--- config.mk ---
export PLATFORM = sky130hd
export DESIGN_NAME = dae_align_error_status
export DESIGN_NICKNAME = d
export VERILOG_FILES = /design/src/dae_pkg.sv /design/src/dae_align_chk.sv /design/src/dae_align_error_status.sv
export SDC_FILE = /design/constraint.sdc
export NUM_CORES = 1
export LEC_CHECK = 0
export ABC_CLOCK_PERIOD_IN_PS = 2500
export BUFFER_PORTS_ARGS = -buffer_cell sky130_fd_sc_hd__buf_2
export CORE_AREA = 2 2 133 135
export CTS_CLUSTER_SIZE = 14
export DETAILED_ROUTE_END_ITERATION = 12
export DIE_AREA = 0 0 135 137
export PLACE_DENSITY = 0.69
export SLEW_MARGIN = 30
export SYNTH_ARGS = -nofsm -noshare
export SYNTH_HDL_FRONTEND = slang
export SYNTH_HIERARCHICAL = 1
export SYNTH_SLANG_ARGS = --single-unit
export TNS_END_PERCENT = 1
--- constraint.sdc ---
create_clock -name sys_clk_in -period 2.5 [get_ports sys_clk_in]
set_clock_uncertainty 0.15 [all_clocks]
set_input_delay 0.375 -clock sys_clk_in [delete_from_list [all_inputs] [get_ports sys_clk_in]]
set_output_delay 0.375 -clock sys_clk_in [all_outputs]
set_load 0.05 [all_outputs]
--- src/dae_pkg.sv ---
// constants for the dma alignment error status block
// assumes a 32-bit apb register bus and 32 dma channels
package dae_pkg;
  localparam int unsigned NUM_CHANNELS  = 32;
  localparam int unsigned ADDR_W        = 12;
  localparam int unsigned DATA_W        = 32;
  localparam int unsigned WIDTH_W       = 2;
  localparam int unsigned LOW_ADDR_W    = 2;

  localparam logic [ADDR_W-1:0] OFS_ALIGN_UNMASK = 12'h018;
  localparam logic [ADDR_W-1:0] OFS_ALIGN_FLAGS  = 12'h01c;

  localparam logic [DATA_W-1:0] RST_ALIGN_UNMASK = 32'h0000_0000;
  localparam logic [DATA_W-1:0] RST_ALIGN_FLAGS  = 32'h0000_0000;

  localparam logic [WIDTH_W-1:0] ITEM_WIDTH_RSVD = 2'h0;
  localparam logic [WIDTH_W-1:0] ITEM_WIDTH_BYTE = 2'h1;
  localparam logic [WIDTH_W-1:0] ITEM_WIDTH_HALF = 2'h2;
  localparam logic [WIDTH_W-1:0] ITEM_WIDTH_WORD = 2'h3;
endpackage

--- src/dae_align_chk.sv ---
// one channel's address alignment check against its item width
// assumes width and low address bits are stable, same clock domain
`timescale 1ns/1ps
module dae_align_chk
  import dae_pkg::*;
(
  input  wire logic [dae_pkg::WIDTH_W-1:0]    channel_item_width_in,
  input  wire logic [dae_pkg::LOW_ADDR_W-1:0] src_addr_low_in,
  input  wire logic [dae_pkg::LOW_ADDR_W-1:0] dst_addr_low_in,
  output logic                                misaligned_out
);
  always_comb
  begin
    unique case (channel_item_width_in)
      ITEM_WIDTH_WORD: misaligned_out = (src_addr_low_in != 2'h0) || (dst_addr_low_in != 2'h0);
      ITEM_WIDTH_HALF: misaligned_out = src_addr_low_in[0] || dst_addr_low_in[0];
      // byte and the reserved code both move single bytes
      ITEM_WIDTH_BYTE,
      ITEM_WIDTH_RSVD: misaligned_out = 1'b0;
    endcase
  end
endmodule

--- src/dae_align_error_status.sv ---
// per-channel sticky alignment error flags with unmask, apb slave
// assumes channel address/width inputs and check strobes come from
// logic on sys_clk_in; apb master on the same clock
// a low ce_in freezes every register, apb answer included
`timescale 1ns/1ps

// Contract
// - one flag per channel, bit n is channel n
// - set flag on misaligned source or target
// - flag one means error interrupt raised
// - flag zero means no error raised
// - readable, write-one clears, resets to zero
// - unmask bit gates interrupt, resets zero
// - word needs low two zero, half low one
// - width codes byte 1, half 2, word 3
module dae_align_error_status
  import dae_pkg::*;
(
  input  wire logic                                         sys_clk_in,
  input  wire logic                                         srst_in,
  input  wire logic                                         ce_in,
  input  wire logic                                         psel_in,
  input  wire logic                                         penable_in,
  input  wire logic                                         pwrite_in,
  input  wire logic [dae_pkg::ADDR_W-1:0]                   paddr_in,
  input  wire logic [dae_pkg::DATA_W-1:0]                   pwdata_in,
  input  wire logic [dae_pkg::DATA_W/8-1:0]                 pstrb_in,
  input  wire logic [dae_pkg::NUM_CHANNELS-1:0]             chan_check_in,
  input  wire logic [dae_pkg::NUM_CHANNELS*dae_pkg::WIDTH_W-1:0]    channel_item_width_in,
  input  wire logic [dae_pkg::NUM_CHANNELS*dae_pkg::LOW_ADDR_W-1:0] src_addr_low_in,
  input  wire logic [dae_pkg::NUM_CHANNELS*dae_pkg::LOW_ADDR_W-1:0] dst_addr_low_in,
  output logic      [dae_pkg::DATA_W-1:0]                   prdata_out,
  output logic                                              pready_out,
  output logic                                              pslverr_out,
  output logic      [dae_pkg::NUM_CHANNELS-1:0]             align_error_irq_out
);
  import dae_pkg::*;

  logic [NUM_CHANNELS-1:0] flags_q;
  logic [NUM_CHANNELS-1:0] flags_d;
  logic [NUM_CHANNELS-1:0] unmask_q;
  logic [NUM_CHANNELS-1:0] unmask_d;
  logic [NUM_CHANNELS-1:0] misaligned;
  logic [NUM_CHANNELS-1:0] set_mask;
  logic [NUM_CHANNELS-1:0] clear_mask;
  logic [NUM_CHANNELS-1:0] irq_d;

  // apb decode
  logic [DATA_W-1:0]       byte_mask;
  logic [DATA_W-1:0]       rdata_d;
  logic                    sel_flags;
  logic                    sel_unmask;
  logic                    mapped;
  logic                    access;
  logic                    answer;
  logic                    commit;
  logic                    wr_flags;
  logic                    wr_unmask;
  logic                    rd_answer;

  // one purely combinational checker per channel
  genvar gi;
  generate
    for (gi = 0; gi < NUM_CHANNELS; gi++)
    begin : g_chk
      dae_align_chk u_chk (
        .channel_item_width_in (channel_item_width_in[gi*WIDTH_W +: WIDTH_W]),
        .src_addr_low_in       (src_addr_low_in[gi*LOW_ADDR_W +: LOW_ADDR_W]),
        .dst_addr_low_in       (dst_addr_low_in[gi*LOW_ADDR_W +: LOW_ADDR_W]),
        .misaligned_out        (misaligned[gi])
      );
    end
  endgenerate

  // one wait state: pready rises on the second access cycle
  assign access     = psel_in && penable_in;
  assign answer     = access && !pready_out;
  assign commit     = access && pready_out;
  assign sel_flags  = (paddr_in == OFS_ALIGN_FLAGS);
  assign sel_unmask = (paddr_in == OFS_ALIGN_UNMASK);
  assign mapped     = sel_flags || sel_unmask;
  assign wr_flags   = commit && pwrite_in && sel_flags;
  assign wr_unmask  = commit && pwrite_in && sel_unmask;
  assign rd_answer  = answer && !pwrite_in;

  always_comb
  begin
    for (int b = 0; b < DATA_W/8; b++)
    begin
      byte_mask[b*8 +: 8] = {8{pstrb_in[b]}};
    end
  end

  // only ones written clear; zeros leave flags alone
  assign clear_mask = wr_flags ? (pwdata_in & byte_mask) : '0;
  // a strobe only counts on a channel that is misaligned now
  assign set_mask   = misaligned & chan_check_in;

  always_comb
  begin
    flags_d = flags_q;
    for (int ch = 0; ch < NUM_CHANNELS; ch++)
    begin
      // set beats a clear landing in the same cycle
      if (set_mask[ch])
      begin
        flags_d[ch] = 1'b1;
      end
      else if (clear_mask[ch])
      begin
        flags_d[ch] = 1'b0;
      end
    end
  end

  always_comb
  begin
    unmask_d = unmask_q;
    if (wr_unmask)
    begin
      // strobes pick lanes, untouched lanes keep their bits
      unmask_d = (unmask_q & ~byte_mask) | (pwdata_in & byte_mask);
    end
  end

  // irq is registered from flags_d, so it changes in the same cycle as the flags;
  // it uses the old unmask, so an unmask write shows a cycle later
  assign irq_d = flags_d & unmask_q;

  // reads of an unmapped offset return zero
  always_comb
  begin
    rdata_d = '0;
    if (sel_flags)
    begin
      rdata_d = flags_q;
    end
    else if (sel_unmask)
    begin
      rdata_d = unmask_q;
    end
  end

  // a low clock enable freezes every register below
  always_ff @(posedge sys_clk_in)
  begin
    if (srst_in)
    begin
      flags_q <= RST_ALIGN_FLAGS;
    end
    else if (ce_in)
    begin
      flags_q <= flags_d;
    end
  end

  always_ff @(posedge sys_clk_in)
  begin
    if (srst_in)
    begin
      unmask_q <= RST_ALIGN_UNMASK;
    end
    else if (ce_in)
    begin
      unmask_q <= unmask_d;
    end
  end

  always_ff @(posedge sys_clk_in)
  begin
    if (srst_in)
    begin
      align_error_irq_out <= '0;
    end
    else if (ce_in)
    begin
      align_error_irq_out <= irq_d;
    end
  end

  // exactly one wait state: answer on the second access cycle
  always_ff @(posedge sys_clk_in)
  begin
    if (srst_in)
    begin
      pready_out <= 1'b0;
    end
    else if (ce_in)
    begin
      pready_out <= answer;
    end
  end

  // unmapped offsets answer with an error, writes are dropped
  always_ff @(posedge sys_clk_in)
  begin
    if (srst_in)
    begin
      pslverr_out <= 1'b0;
    end
    else if (ce_in)
    begin
      pslverr_out <= answer && !mapped;
    end
  end

  // read data captured before any same-cycle clear lands
  always_ff @(posedge sys_clk_in)
  begin
    if (srst_in)
    begin
      prdata_out <= '0;
    end
    else if (ce_in)
    begin
      prdata_out <= rd_answer ? rdata_d : '0;
    end
  end
endmodule

Word level (Yosys, flattened, before mapping)
Index checks and enable logic that the tools add are counted.
W data, S select, Z words.
{"block": "classes", "n_addsub": 0, "mul": 0, "div_mod_pow": 0, "n_lt_le_gt_ge": 0, "eq_ne": 98, "shifts": 0, "mux": 100, "bitwise": 6, "reduce_logical": 205}
{"operator": "$and A32 B32 Y32", "n": 4}
{"operator": "$eq A2 B2 Y1 const B", "n": 64}
{"operator": "$mux W32", "n": 4}
{"operator": "$reduce_bool A2 Y1", "n": 64}
{"operator": "$pmux W1 S3", "n": 32}
{"operator": "$logic_or A1 B1 Y1", "n": 65}
{"operator": "$eq A2 B1 Y1 const B", "n": 32}
{"operator": "$logic_not A2 Y1", "n": 32}
{"operator": "$mux W1", "n": 64}
{"operator": "$reduce_or A2 Y1", "n": 32}
{"operator": "$not A32 Y32", "n": 1}
{"operator": "$or A32 B32 Y32", "n": 1}
{"operator": "$eq A12 B5 Y1 const B", "n": 2}
{"operator": "$logic_and A1 B1 Y1", "n": 8}
{"operator": "$logic_not A1 Y1", "n": 3}
{"operator": "$reduce_and A2 Y1", "n": 1}
{"block": "word_totals", "reg_bits": 130, "latch_bits": 0, "mem_bits_rw": 0, "romBits": 0, "in_bits": 278, "elab_cells": 415, "mem_count": 0}

Logic depth before layout (Yosys ltp)
{"block": "depth", "ltp_word": 8, "depth_mapped": 7, "ltp_nobuf": 5}

Modules after synthesis
Netlist, hierarchy kept.
{"mod": "dae_align_error_status", "instances": 1, "cells_each": 698, "area_each_um2": 5948.2, "seq_area_each_um2": 2602.5}
{"mod": "dae_align_chk", "instances": 32, "cells_each": 3, "area_each_um2": 16.3, "seq_area_each_um2": 0.0}

Least setup slack after synthesis
No wires, ideal clock.
{"block": "synth_path", "path_type": "register to register", "from": "register pready_out", "to": "register flags_q[0]", "setup_ns": 0.154, "arrival_time_ns": 1.707, "setup_slack_ns": 0.489, "path_stages_with_launch": 5, "n_path_buf": 0, "synth_period_minus_slack_ns": 2.011, "cell_sequence": "dfxtp_1 and3_1 nand3_1 nor3_1 a311oi_1"}
{"block": "synth_via", "elab_chain_len": 6}
{"element": "from (decl)", "line": "dae_align_error_status.sv:33", "text": "output logic pready_out,"}
{"element": "from (signal assigned)", "line": "dae_align_error_status.sv:190", "text": "pready_out <= answer;"}
{"element": "$logic_and A1 B1 Y1", "line": "dae_align_error_status.sv:78", "text": "assign commit = access && pready_out;"}
{"element": "$logic_and A1 B1 Y1 (2 in series)", "line": "dae_align_error_status.sv:82", "text": "assign wr_flags = commit && pwrite_in && sel_flags;"}
{"element": "$mux W32", "line": "dae_align_error_status.sv:95", "text": "assign clear_mask = wr_flags ? (pwdata_in & byte_mask) : '0;"}
{"element": "$mux W1", "line": "dae_align_error_status.sv:109", "text": "else if (clear_mask[ch])"}
{"element": "$mux W1", "line": "dae_align_error_status.sv:105", "text": "if (set_mask[ch])"}
{"element": "to (signal assigned)", "line": "dae_align_error_status.sv:153", "text": "flags_q <= flags_d;"}
{"element": "to (decl)", "line": "dae_align_error_status.sv:39", "text": "logic [NUM_CHANNELS-1:0] flags_q;"}
Every way passes these cells.
A chain may end at the register's enable or synchronous reset.

Final worst setup path
{"block": "layout_path", "from": "input port paddr_in[9] (netlist name)", "to": "register align_error_irq_out[7] (netlist name)"}
{"block": "layout_via", "elab_chain_len": 6}
{"element": "from (decl)", "line": "dae_align_error_status.sv:25", "text": "input wire logic [dae_pkg::ADDR_W-1:0] paddr_in,"}
{"element": "$eq A12 B5 Y1", "line": "dae_align_error_status.sv:79", "text": "assign sel_flags = (paddr_in == OFS_ALIGN_FLAGS);"}
{"element": "$logic_and A1 B1 Y1", "line": "dae_align_error_status.sv:82"}
{"element": "$mux W32", "line": "dae_align_error_status.sv:95"}
{"element": "$mux W1", "line": "dae_align_error_status.sv:109"}
{"element": "$mux W1", "line": "dae_align_error_status.sv:105"}
{"element": "$and A32 B32 Y32", "line": "dae_align_error_status.sv:128", "text": "assign irq_d = flags_d & unmask_q;"}
{"element": "to (signal assigned)", "line": "dae_align_error_status.sv:177", "text": "align_error_irq_out <= irq_d;"}
{"element": "to (decl)", "line": "dae_align_error_status.sv:35", "text": "output logic [dae_pkg::NUM_CHANNELS-1:0] align_error_irq_out"}
Every way passes these cells.

==> results.toml <==
[clocking]
cts_hold_buf = 0
clock_latency_ps = 420
cts_max_level = 4
numCtsBuffers = 17
clk_pin_slew_ps = 70
cts_buffer_depth = 2
root_buffer = "clkbuf_16"
cts_tree = "yes"
post_cts_buffers = 0
clock_sinks = 130
ctsResizeCount = 0

[die]
ios = 344
dieHeight_um = 137
dieArea_mm2 = 0.01850
die_w_um = 135
start_util = 0.3793
coreArea_mm2 = 0.01706
std_cell_rows = 48

[synthesis]
synth_mux_area_frac = 0.04952
syn_nets = 1072
synth_top_cell_area_share = 0.4023
ys_ff_latch = 130
synth.cell_area_mm2 = 0.006469
syn_inst = 794
synth_area_leaders = "dfxtp_1 (40%), nand2_1 (5.7%), a21oi_1 (5.2%)"
synthXorXnorAreaFrac = 0
synthSimpleGateAreaFrac = 0.2153
synth_fa_ha_area_frac = 0
synth_top_family_by_area = "compound AO/OA/AOI/OAI gates"
synth_top_cell_by_area = "dfxtp_1"
avgSynthCellArea_um2 = 8.147
yosysWarnings = 6
ys_seq_area_frac = 0.4023
synth_cell_types = 33
synth_compound_area_frac = 0.2977

[layout]
fin_nets = 1406
drive_gt1_frac = 0.3883
regArea_mm2 = 0.002603
multi_input_area_mm2 = 0.003660
layout_commonest_cell = "buf_2"
layout_common_cells = "buf_2 (343), dfxtp_1 (130), nand2_1 (98)"
areaGrowthSynthToFinish_pct = 40.77
n_fill_cell = 1666

[timing]
period_needed_ps = 1894
timing.final.crit_share = 0.7578
finalHoldViolCount = 0
clock.fmax_mhz = 527.9
worst_slack_ps = 605.6
worst_slew_pin_slew_ps = 607.3
hold_slack_ps = 24.79
slew_violations = 0
final.setup.tns_ps = 0
finalSetupViolations = 0
rsz0062_at_grt = "false"
timing.slew.headroom = 0.5951

[global_routing]
grt_max_degree = 49
grt_pass1_vias = 6820
grt_antenna_before_repair = 3
track_usage = 0.2442
grt_pass1_wl_um = 34880
grt_overflow = 0

[power_and_ir_drop]
p_per_area_mw_per_mm2 = 603.0
p_total_mw = 5.491
vdd_drop_max_v = 0.0004733
leakagePower_nw = 3.863

[detailed_routing]
drt.antenna.violating_nets = 0
drc = 0
wl_per_cell_um = 17.01
first_pass_iters = 5
vias = 7428
routed_wirelength_um = 23260
vias_per_cell = 5.434
drt_iter0_markers = 346

[critical_path]
crit_path_end_kind = "register"
cp-start-kind = "input pin"
critical_path_arrival_ps = 2050
path_max_fanout = 16
r2r_slack_ps = 750
cp.required_ps = 2660
r2r_start = "pready_out"
worstSetupStartpoint = "paddr_in[9]"
crit_type = "input pin to register"

[job]
maxCapViolCount = 0

[hold_path]
hold_path.class = "input pin to register"
worstHoldStart = "pwdata_in[28]"

[place]
place_ws_ps = 193.6
gp_congestion = 0.8221
portBuffers = 343
hpwl_um = 16400

[run_status]
status = "finished, final reports clean"
==> critical path, cell delays in order <==
cell and delay (ps):
buf_2 110, nor4_4 440, buf_4 230, and4_2 470
nand4_1 180, a22o_1 240
==> cells in the mapped netlist <==
| cell type | instances |
|---|---|
| a21boi_1 | 32 |
| a21oi_1 | 67 |
| a22o_1 | 31 |
| a311oi_1 | 32 |
| a31oi_1 | 32 |
| a41o_1 | 1 |
| and3_1 | 2 |
| and4_2 | 4 |
| buf_1 | 3 |
| buf_2 | 7 |
| buf_6 | 3 |
| clkbuf_1 | 34 |
| clkbuf_2 | 4 |
| dfxtp_1 | 130 |
| mux2i_1 | 32 |
| nand2_1 | 98 |
| nand2b_1 | 3 |
| nand3_1 | 67 |
| nand3_4 | 1 |
| nand4_1 | 36 |
| nor2_1 | 66 |
| nor2b_1 | 2 |
| nor3_1 | 5 |
| nor3b_2 | 1 |
| nor4_4 | 1 |
| nor4b_4 | 1 |
| o21ai_0 | 33 |
| o21ai_1 | 32 |
| o21ai_2 | 30 |
| or2_2 | 1 |
| or3_1 | 1 |
| or4_2 | 1 |
| or4_4 | 1 |
==> power by group <==
group	switching, mW	internal (mW)	total [mW]	leakage, nW
Combinational	0.314	0.275	0.589	2.51
Sequential	0.0216	2.10	2.12	1.05
Clock	1.00	1.78	2.78	0.306
Total	1.34	4.15	5.49	3.86
==> layout make-up <==
cell class / instances / share of cell area
clock buffer: 17 / 0.04672
multi-input combinational: 613 / 0.4019
clock inverter: 15 / 0.02556
sequential: 130 / 0.2858
timing repair buffer: 366 / 0.2088
antenna: 1 / 0.0002748
tap: 225 / 0.03092
==> logic make-up (layout without fill, tap and decap cells) <==
kind of cell	Yosys count	in the layout
multiplexers	32	32
flip-flops	130	130
other	0	1
AND/OR/NAND/NOR	291	291
AO/OA/AOI/OAI	290	290
buffers and inverters	51	398
==> final timing paths <==
| check | cells past startpoint | endpoint |
|---|---|---|
| max | 6 | align_error_irq_out[7] |
| min | 2 | flags_q[28] |
| max reg2reg | 4 | prdata_out[0] |
| min reg2reg | 2 | prdata_out[6] |
==> stage by stage <==
step | util | cell area, um^2 | instances
2_1_floorplan | - | 6469 | 794
3_3_place_gp | 0.4952 | 8446 | 1334
3_5_place_dp | 0.4952 | 8446 | 1334
4_1_cts | 0.5337 | 9104 | 1366
5_1_grt | 0.5339 | 9106 | 1367
6_report | 0.5339 | 9106 | 1367
==> metal layers <==
layer,vias to the layer above,track usage,part of all wire
li1,3657,-,-
met1,3432,0.2819,0.40
met2,309,0.4481,0.50
met3,26,0.05556,0.079
met4,4,0.07581,0.015
met5,-,0,0.00090
No activity file was read; power rests on OpenSTA's default activity.
